--- config.mk ---
export PLATFORM = sky130hd
export DESIGN_NAME = spm_ctrl
export DESIGN_NICKNAME = d
export VERILOG_FILES = /design/src/hdl/spm_pkg.sv /design/src/hdl/spm_ctrl.sv
export SDC_FILE = /design/constraint.sdc
export NUM_CORES = 1
export LEC_CHECK = 0
export ABC_AREA = 1
export ABC_CLOCK_PERIOD_IN_PS = 3600
export CORE_MARGIN = 4
export CORE_UTILIZATION = 63
export CTS_BUF_LIST = sky130_fd_sc_hd__clkbuf_4 sky130_fd_sc_hd__clkbuf_8 sky130_fd_sc_hd__clkbuf_16
export CTS_CLUSTER_SIZE = 14
export DETAILED_ROUTE_END_ITERATION = 7
export DONT_BUFFER_PORTS = 1
export GPL_TIMING_DRIVEN = 0
export PLACE_DENSITY = 0.86
export SYNTH_ARGS = -nofsm -noshare
export SYNTH_HDL_FRONTEND = slang
export SYNTH_SLANG_ARGS = --single-unit
--- constraint.sdc ---
create_clock -name mclk -period 3.6 [get_ports mclk]
set_input_delay 0.54 -clock mclk [delete_from_list [all_inputs] [get_ports mclk]]
set_output_delay 0.54 -clock mclk [all_outputs]
set_load 0.01 [all_outputs]
--- src/hdl/spm_pkg.sv ---
// Package of constants and types for the sleep/idle power mode controller
package spm_pkg;
  // Register offsets (plain register port, word addressed)
  localparam logic [3:0] CTRL_ADDR   = 4'h0;
  localparam logic [3:0] STATUS_ADDR = 4'h1;
  localparam logic [3:0] OSC_ADDR    = 4'h2;
  // Control register fields
  localparam int CTRL_RET_EN_BIT    = 12;
  localparam int CTRL_FAST_WAKE_BIT = 8;
  localparam int CTRL_WDOG_EN_BIT   = 0;
  localparam int CTRL_CFMEN_BIT  = 1;
  localparam int CTRL_LOCK_BIT   = 2;
  localparam logic [15:0] CTRL_RESET = 16'h0000;
  // Oscillator select width and reset value
  localparam int OSC_W = 3;
  localparam logic [2:0] OSC_RESET = 3'h0;
  // Lockout in low-power RC periods
  localparam logic [3:0] LOCK_PER_RUNNING = 4'h1;
  localparam logic [3:0] LOCK_PER_STOPPED = 4'h2;
  // RC wake-up time counted in RC periods beyond the two above
  localparam logic [3:0] RC_WAKE_PER = 4'h1;

  typedef enum logic [1:0] {
    SPM_SLEEP_PLAIN = 2'h0,
    SPM_SLEEP_FAST  = 2'h1,
    SPM_SLEEP_RET   = 2'h2,
    SPM_SLEEP_FRET  = 2'h3
  } spm_variant_e;

  typedef enum {
    SPM_RUN,
    SPM_ENTER,
    SPM_SLEEP,
    SPM_IDLE,
    SPM_WAKE
  } spm_state_e;

  // Power-save request from the CPU core
  typedef struct packed {
    logic req;
    logic sel_idle;
  } spm_req_s;

  // Clock and power controls driven out
  typedef struct packed {
    logic sys_clk_en;
    logic cpu_clk_en;
    logic osc_en;
    logic rc_clk_en;
    logic cfm_en;
    logic periph_en;
    logic ret_reg_en;
    logic bandgap_en;
    logic wdog_clear;
  } spm_ctl_s;
endpackage

--- src/hdl/spm_ctrl.sv ---
// Sleep and Idle power mode controller
//
// What this block does
// - Sleep stops system clock, on-chip oscillator and code execution
// - Idle halts CPU only; system clock and peripherals keep running
// - Clock-fail monitor is off for all of Sleep
// - In Sleep low-power RC clock runs while watchdog is enabled
// - Watchdog count is cleared in the same cycle Sleep takes effect
// - Sleep disables system-clocked peripherals
// - Sleep ends on enabled interrupt, any reset or watchdog time-out
// - Wake from Sleep restarts on clock source selected at entry
// - Entering Idle clears the watchdog count
// - In Idle RC clock runs if watchdog or clock-fail monitor enabled
// - Idle ends on enabled interrupt, any reset or watchdog time-out
// - Idle wake reapplies CPU clock at once
// - Interrupt during entry is deferred, then wakes the device except from retention Sleep
// - Retention regulator only when config fuse is 0 and enable bit 1
// - Retention regulator applied only in Sleep
// - Fast-wake bit keeps regulator band gaps on during Sleep
// - Retention and fast-wake bits pick one of four Sleep variants
// - During lockout only power-on reset or master clear exits
// - Interrupts in lockout are discarded; wake needs a fresh assertion
// - Lockout counts RC periods: 2 plus wake-up if stopped, else 1
// - After lockout every standard Sleep exit ends retention Sleep
// - New oscillator select is writable only while clocks are unlocked
//
// The address map and the plain strobed port were decided locally.
`timescale 1ns/10ps
`default_nettype none
module spm_ctrl (
  input  wire logic            mclk,
  input  wire logic            rst,
  input  wire spm_pkg::spm_req_s req,
  input  wire logic            irq_pending,
  input  wire logic            wdog_timeout,
  input  wire logic            soft_reset,
  input  wire logic            por_reset,
  input  wire logic            master_clear_pin,
  input  wire logic            retention_config_fuse,
  input  wire logic            rc_tick,
  input  wire logic            rc_running,
  input  wire logic [3:0]      reg_addr,
  input  wire logic [15:0]     reg_wdata,
  input  wire logic            reg_wr,
  input  wire logic            reg_rd,
  output logic [15:0]          reg_rdata,
  output logic                 req_ack,
  output logic                 wake,
  output spm_pkg::spm_ctl_s    ctl,
  output logic [2:0]           osc_select,
  output spm_pkg::spm_variant_e variant
);

  spm_pkg::spm_state_e    state_reg;
  spm_pkg::spm_state_e    state_next;
  logic [15:0]            ctrl_reg;
  logic [2:0]             new_osc_reg;
  logic [2:0]             entry_osc_reg;
  logic                   in_ret_reg;
  logic [3:0]             lock_cnt_reg;
  logic                   irq_prev_reg;
  logic                   fresh_reg;
  logic                   wake_cause;
  logic                   hard_exit;
  logic                   ret_sel;
  spm_pkg::spm_ctl_s      ctl_next;

  // Standard exit causes shared by Sleep and Idle
  function automatic logic std_exit(input logic irq,
                                    input logic wdog,
                                    input logic sreset,
                                    input logic hard);
    std_exit = irq || wdog || sreset || hard;
  endfunction

  assign ret_sel   = ctrl_reg[spm_pkg::CTRL_RET_EN_BIT] && !retention_config_fuse;
  assign hard_exit = por_reset || master_clear_pin;
  assign wake_cause = (in_ret_reg && lock_cnt_reg != 4'h0) ? hard_exit :
                      (in_ret_reg ? std_exit(fresh_reg, wdog_timeout, soft_reset, hard_exit) :
                      std_exit(irq_pending, wdog_timeout, soft_reset, hard_exit));

  // Register writes
  always_ff @(posedge mclk or posedge rst) begin
    if (rst) begin
      ctrl_reg    <= spm_pkg::CTRL_RESET;
      new_osc_reg <= spm_pkg::OSC_RESET;
    end else if (reg_wr) begin
      if (reg_addr == spm_pkg::CTRL_ADDR) begin
        ctrl_reg <= reg_wdata;
      end
      if (reg_addr == spm_pkg::OSC_ADDR && !ctrl_reg[spm_pkg::CTRL_LOCK_BIT]) begin
        new_osc_reg <= reg_wdata[2:0];
      end
    end
  end

  // Register reads, data one cycle after the strobe
  always_ff @(posedge mclk or posedge rst) begin
    if (rst) begin
      reg_rdata <= 16'h0000;
    end else if (reg_rd) begin
      unique case (reg_addr)
        spm_pkg::CTRL_ADDR:   reg_rdata <= ctrl_reg;
        spm_pkg::STATUS_ADDR: reg_rdata <= {9'h000, lock_cnt_reg, in_ret_reg,
                                            state_reg == spm_pkg::SPM_SLEEP,
                                            state_reg == spm_pkg::SPM_IDLE};
        spm_pkg::OSC_ADDR:    reg_rdata <= {13'h0000, new_osc_reg};
        default:              reg_rdata <= 16'h0000;
      endcase
    end else begin
      reg_rdata <= 16'h0000;
    end
  end

  // Mode sequencing
  always_comb begin
    state_next = state_reg;
    unique case (state_reg)
      spm_pkg::SPM_RUN:   if (req.req) state_next = spm_pkg::SPM_ENTER;
      // Interrupts are held off during entry
      spm_pkg::SPM_ENTER: state_next = req.sel_idle ? spm_pkg::SPM_IDLE : spm_pkg::SPM_SLEEP;
      spm_pkg::SPM_SLEEP: if (wake_cause) state_next = spm_pkg::SPM_WAKE;
      spm_pkg::SPM_IDLE:  if (std_exit(irq_pending, wdog_timeout, soft_reset, hard_exit)) begin
        state_next = spm_pkg::SPM_WAKE;
      end
      spm_pkg::SPM_WAKE:  state_next = spm_pkg::SPM_RUN;
    endcase
  end

  always_ff @(posedge mclk or posedge rst) begin
    if (rst) begin
      state_reg <= spm_pkg::SPM_RUN;
    end else begin
      state_reg <= state_next;
    end
  end

  // Retention lockout timer on RC ticks
  always_ff @(posedge mclk or posedge rst) begin
    if (rst) begin
      in_ret_reg   <= 1'b0;
      lock_cnt_reg <= 4'h0;
    end else if (state_reg == spm_pkg::SPM_ENTER && !req.sel_idle) begin
      in_ret_reg   <= ret_sel;
      lock_cnt_reg <= !ret_sel ? 4'h0 :
                      (rc_running ? spm_pkg::LOCK_PER_RUNNING :
                      4'(spm_pkg::LOCK_PER_STOPPED + spm_pkg::RC_WAKE_PER));
    end else if (state_reg != spm_pkg::SPM_SLEEP) begin
      in_ret_reg   <= 1'b0;
      lock_cnt_reg <= 4'h0;
    end else if (rc_tick && lock_cnt_reg != 4'h0) begin
      lock_cnt_reg <= lock_cnt_reg - 4'h1;
    end
  end

  // Fresh interrupt edge after lockout
  always_ff @(posedge mclk or posedge rst) begin
    if (rst) begin
      irq_prev_reg <= 1'b0;
      fresh_reg    <= 1'b0;
    end else begin
      irq_prev_reg <= irq_pending;
      if (!in_ret_reg || lock_cnt_reg != 4'h0) begin
        fresh_reg <= 1'b0;
      end else if (irq_pending && !irq_prev_reg) begin
        fresh_reg <= 1'b1;
      end
    end
  end

  // Clock source captured at Sleep entry
  always_ff @(posedge mclk or posedge rst) begin
    if (rst) begin
      entry_osc_reg <= spm_pkg::OSC_RESET;
      osc_select    <= spm_pkg::OSC_RESET;
    end else begin
      if (state_reg == spm_pkg::SPM_ENTER) begin
        entry_osc_reg <= new_osc_reg;
      end
      if (state_reg == spm_pkg::SPM_WAKE) begin
        osc_select <= entry_osc_reg;
      end else if (state_reg == spm_pkg::SPM_RUN) begin
        osc_select <= new_osc_reg;
      end
    end
  end

  // Clock and power control outputs
  always_comb begin
    ctl_next = '{sys_clk_en: 1'b1, cpu_clk_en: 1'b1, osc_en: 1'b1,
                 rc_clk_en: ctrl_reg[spm_pkg::CTRL_WDOG_EN_BIT] || ctrl_reg[spm_pkg::CTRL_CFMEN_BIT],
                 cfm_en: ctrl_reg[spm_pkg::CTRL_CFMEN_BIT], periph_en: 1'b1,
                 ret_reg_en: 1'b0, bandgap_en: 1'b1, wdog_clear: 1'b0};
    unique case (state_next)
      spm_pkg::SPM_SLEEP: begin
        ctl_next.sys_clk_en = 1'b0;
        ctl_next.osc_en     = 1'b0;
        ctl_next.cpu_clk_en = 1'b0;
        ctl_next.cfm_en     = 1'b0;
        ctl_next.periph_en  = 1'b0;
        ctl_next.rc_clk_en  = ctrl_reg[spm_pkg::CTRL_WDOG_EN_BIT];
        ctl_next.ret_reg_en = ret_sel;
        ctl_next.bandgap_en = ctrl_reg[spm_pkg::CTRL_FAST_WAKE_BIT];
      end
      spm_pkg::SPM_IDLE: begin
        ctl_next.cpu_clk_en = 1'b0;
      end
      default: begin
        ctl_next.cpu_clk_en = 1'b1;
      end
    endcase
    if (state_reg == spm_pkg::SPM_ENTER) begin
      ctl_next.wdog_clear = ctrl_reg[spm_pkg::CTRL_WDOG_EN_BIT];
    end
  end

  always_ff @(posedge mclk or posedge rst) begin
    if (rst) begin
      ctl     <= '{sys_clk_en: 1'b1, cpu_clk_en: 1'b1, osc_en: 1'b1, rc_clk_en: 1'b0,
                   cfm_en: 1'b0, periph_en: 1'b1, ret_reg_en: 1'b0, bandgap_en: 1'b1,
                   wdog_clear: 1'b0};
      req_ack <= 1'b0;
      wake    <= 1'b0;
      variant <= spm_pkg::SPM_SLEEP_PLAIN;
    end else begin
      ctl     <= ctl_next;
      req_ack <= state_reg == spm_pkg::SPM_ENTER;
      wake    <= state_reg == spm_pkg::SPM_WAKE;
      variant <= spm_pkg::spm_variant_e'({ret_sel, ctrl_reg[spm_pkg::CTRL_FAST_WAKE_BIT]});
    end
  end

endmodule
`default_nettype wire

# After elaboration in Yosys (flattened, before gate mapping)
# Index checks and enable logic that the tools add are counted.
op_classes:
  add_sub_neg: 1
  n_mul: 0
  div: 0
  order_cmp: 0
  n_eq_ne: 13
  shift: 0
  mux: 24
  bitwise: 0
  reduce_logical: 31
op_table:
  columns: ["op", "n"]
  rows:
  - ["$eq A32 B2 Y1 const B", 5]
  - ["$pmux W32 S5", 1]
  - ["$eq A32 B3 Y1 const B", 3]
  - ["$mux W32", 3]
  - ["$logic_not A32 Y1", 2]
  - ["$pmux W16 S3", 1]
  - ["$eq A32 B1 Y1 const B", 1]
  - ["$eq A32 B4 Y1 const B", 1]
  - ["$ne A32 B3 Y1 const B", 1]
  - ["$mux W16", 1]
  - ["$mux W4", 3]
  - ["$mux W1", 10]
  - ["$logic_or A1 B1 Y1", 9]
  - ["$logic_and A1 B1 Y1", 6]
  - ["$mux W3", 2]
  - ["$mux W6", 1]
  - ["$reduce_bool A2 Y1", 3]
  - ["$logic_not A1 Y1", 5]
  - ["$eq A4 B1 Y1 const B", 1]
  - ["$eq A4 B2 Y1 const B", 1]
  - ["$logic_not A4 Y1", 1]
  - ["$mux W2", 2]
  - ["$reduce_and A2 Y1", 2]
  - ["$reduce_bool A4 Y1", 1]
  - ["3 further kinds", 3]
totals:
  register_bits: 93
  latch_bits: 0
  mem_bits_rw: 0
  romBits: 0
  in_bits: 34
  output_inout_bits: 32
  elab_cells: 91
  memories: 0

# Longest topological paths before layout
depth:
  ltp_word: 10
  ltp_mapped: 14
  mapped_depth_nobuf: 14

# Worst setup path after synthesis
# Ideal clock, no wire load.
synth_path:
  kind: "input to register"
  start: "input port req[1] in the netlist's numbering"
  end: "register ctl[5] in the netlist's numbering"
  setup_time_ns: 0.116
  arrival_time_ns: 1.615
  required_time_ns: 3.484
  slack_ns: 1.869
  cell_stages: 9
  n_path_buf: 2
  cell_sequence: "buf_4 -> buf_6 -> nor2_1 -> nor4_1 -> nand2_1 -> nor3_2 -> nand3_4 -> nand2_2 -> nand2_2"
synth_lines:
  columns: ["element", "line", "rtl"]
  rows:
  - ["from (decl)", "spm_ctrl.sv:33", "input wire spm_pkg::spm_req_s req,"]
  - ["to (signal assigned)", "spm_ctrl.sv:219", "ctl <= '{sys_clk_en: 1'b1, cpu_clk_en: 1'b1, osc_en: 1'b1, rc_clk_en: 1'b0,"]
  - ["to (signal assigned)", "spm_ctrl.sv:226", "ctl <= ctl_next;"]
  - ["to (decl)", "spm_ctrl.sv:49", "output spm_pkg::spm_ctl_s ctl,"]

==> results.py <==
metrics = {
    "sta": {
        "finalSetupTns_ns": 0,
        "period_minus_slack_ns": 1.92,
        "drv_slew": 0,
        "fin_crit_sh_pct": 53.3,
        "clock_skew_ns": 0.0136,
        "max_slew_margin_pct": 70.6,
        "max_slew.worst_pin.slew_ns": 0.441,
        "hold_viol": 0,
        "max_freq_mhz": 522,
        "rsz0062_at_grt": "false",
        "setup_violations": 0,
    },
    "worst_setup_path": {
        "max_stage_delay_ns": 0.40,
        "critPathTopFamily": "simple AND/OR/NAND/NOR gates",
        "startpoint": "state_reg[21]",
        "worstPathCellList": "nor2_1, nand2_1, inv_1, nand2_1, nor2_2, nand2_2, nor2_2, nor2_1, nand3_1, nand2_2, nor2_4, nand3_4, nand2_2, nand2_2",
        "reg2regPathDepth": 14,
        "critPathBufInv": 1,
        "r2r_setup_slack_ns": 1.68,
        "r2r-end": "ctl[5]",
        "arrival_ns": 2.18,
        "crit_fanout": 9,
        "cp-start-kind": "register",
        "critical_path.slowest_cell": "dfrtp_1",
        "cp-end-kind": "register",
        "r2r_start": "state_reg[21]",
        "critPathMostFrequentCell": "nand2_2",
        "path_class": "reg2reg",
        "crit_required_ns": 3.87,
    },
    "synthesis": {
        "yosysSeqAreaShare_pct": 57.6,
        "syn_inst": 438,
        "synth_warnings": 0,
        "synth-simple-area-share_pct": 26.6,
        "synth_ff_type": "dfrtp_1",
        "synth_nets": 474,
        "async_flop_share_pct": 100,
        "synth.mux.area_fraction_pct": 1.14,
        "synth_compound_area_share_pct": 5.69,
        "synth-edff-count": 0,
        "synth_fa_ha_area_share_pct": 0.632,
        "avgSynthCellArea_sq_um": 9.04,
        "synth_area_sq_um": 3960,
        "yosysUniqueCellTypes": 34,
        "synth_top_family_by_area": "simple AND/OR/NAND/NOR gates",
        "synth_seq_cells": 91,
        "synth-xor-area-share_pct": 0.442,
    },
    "place": {
        "hpwl_microns": 5720,
        "gp_congestion": 0.845,
        "port_buffers": 0,
        "place_inst": 514,
    },
    "final_layout": {
        "mostFrequentLayoutCell": "nor2_1",
        "utilization_pct": 71.2,
        "finalNetCount": 486,
        "largest_reg_flops": 32,
        "instances_no_fill": 530,
        "antenna_cells": 0,
        "syn_to_final_growth_pct": 8.31,
        "drive_above_1_share_pct": 14.5,
        "mostFrequentLayoutCells": "97 x nor2_1, 88 x dfrtp_1, 65 x inv_1",
    },
    "floorplanning": {
        "start_util_pct": 65.7,
        "fp.dieH_microns": 87.3,
        "design.core.area_sq_um": 6030,
        "ioPinCount": 66,
        "die_w_microns": 87.3,
        "std_cell_rows": 28,
        "die_area_sq_um": 7620,
    },
    "clock_network": {
        "clock_sinks": 91,
        "cts_buffer_depth": 2,
        "worstSkewPairLatency_ns": 0.36,
        "cts_resized": 0,
        "post_cts_buffers": 0,
        "cts_root_buf": "clkbuf_8",
        "tritoncts": "yes",
        "cts-buffers-inserted": 9,
        "cts.clk_slew.worst_paths_ns": 0.10,
        "htree_levels": 3,
        "cts_hold_buffers": 0,
    },
    "global_route": {
        "grt_max_degree": 59,
        "overflow": 0,
        "grtUsageMet2_pct": 33.2,
        "grt_usage_pct": 21.2,
        "antenna_found_initial": 0,
        "grt.busiest_layer": "met2",
        "grt_pass1_vias": 2775,
        "grt_util_met1_pct": 27.3,
        "grt_pass1_wl_microns": 12400,
        "grt_use_met3_pct": 5.39,
    },
    "routing": {
        "vias_per_cell": 5.39,
        "wl_per_cell_microns": 14.3,
        "firstDrtPassIters": 4,
        "drtIter0Drc": 199,
        "antenna_left": 0,
        "drt_wl_total_microns": 7560,
        "via_count": 2856,
        "drc_errors": 0,
    },
    "outcome": {
        "status": "complete, no violations",
    },
    "job": {
        "maxCapViolCount": 0,
    },
    "power_and_ir_drop": {
        "power.density_nw_per_um2": 611,
        "vdd_drop_max_v": 0.000386,
        "power.leakage_nw": 2.17,
    },
    "worst_hold_path": {
        "hold_path.class": "in2async",
    },
}
-- per-stage QoR --
stage	hold slack [ns]	cell area (sq um)	power [mW]	setup WS [ns]
CTS	0.0443	4290	2.63	1.68
finish	0.0453	4290	2.62	1.68
global route	0.0576	4290	2.78	1.50
global placement	0.357	4050	1.92	-0.0552
floorplan	0.354	3960	1.82	0.701
detailed placement	0.368	4080	1.96	1.52
-- cells in the mapped netlist (all sizes together) (3+ instances only) --
cell type	n	area [sq um]
nor2	114	519
dfrtp	88	2200
inv	69	259
nand2	66	280
o21ai	21	109
a21oi	17	85.1
nand3	14	92.6
nor3	9	50.1
nand4	8	50.1
buf	6	46.3
nor4	5	31.3
mux2	4	45.0
dfstp	3	78.8
nand3b	3	22.5
-- layer usage --
layer | wire [microns] | vias up | part of all wire, %
li1 | - | 1392 | -
met1 | 3240 | 1363 | 43
met2 | 3730 | 87 | 49
met3 | 440 | 14 | 5.8
met4 | 155 | 0 | 2.1
met5 | 0 | - | 0
-- layout make-up --
type	count	area, sq um
Tap cell	75	93.8
Fill cell	431	1740
Multi-Input combinational cell	270	1370
Clock inverter	7	81.3
Sequential cell	91	2280
Timing Repair Buffer	1	27.5
Inverter	69	262
Clock buffer	9	124
Buffer	8	53.8
-- cell families after synthesis --
family                   count (synthesis)
AO/OA/AOI/OAI                           42
XOR/XNOR                                 2
adder cells (fa/ha/maj)                  2
buffers and inverters                   77
flip-flops                              91
multiplexers                             4
AND/OR/NAND/NOR                        220
-- how the worst max path moves through the flow --
| stage | cells after the start | slack (ns) | to |
|---|---|---|---|
| after floorplan | 1 | 0.70 | ctl[0] |
| after global placement | 1 | -0.06 | ctrl_reg[10] |
| after detailed placement | 9 | 1.52 | ctl[5] |
| after CTS | 14 | 1.68 | ctl[5] |
| after global routing | 14 | 1.50 | ctl[4] |
| final | 14 | 1.68 | ctl[5] |
-- power by group --
part           internal [mW]  leakage, nW  switching, mW  total [mW]
clock                  0.275        0.103          0.401       0.676
combinational          0.228        0.882          0.423       0.651
sequential              1.17         1.19          0.122        1.29
total                   1.68         2.17          0.945        2.62
(Power assumes the default switching activity.)
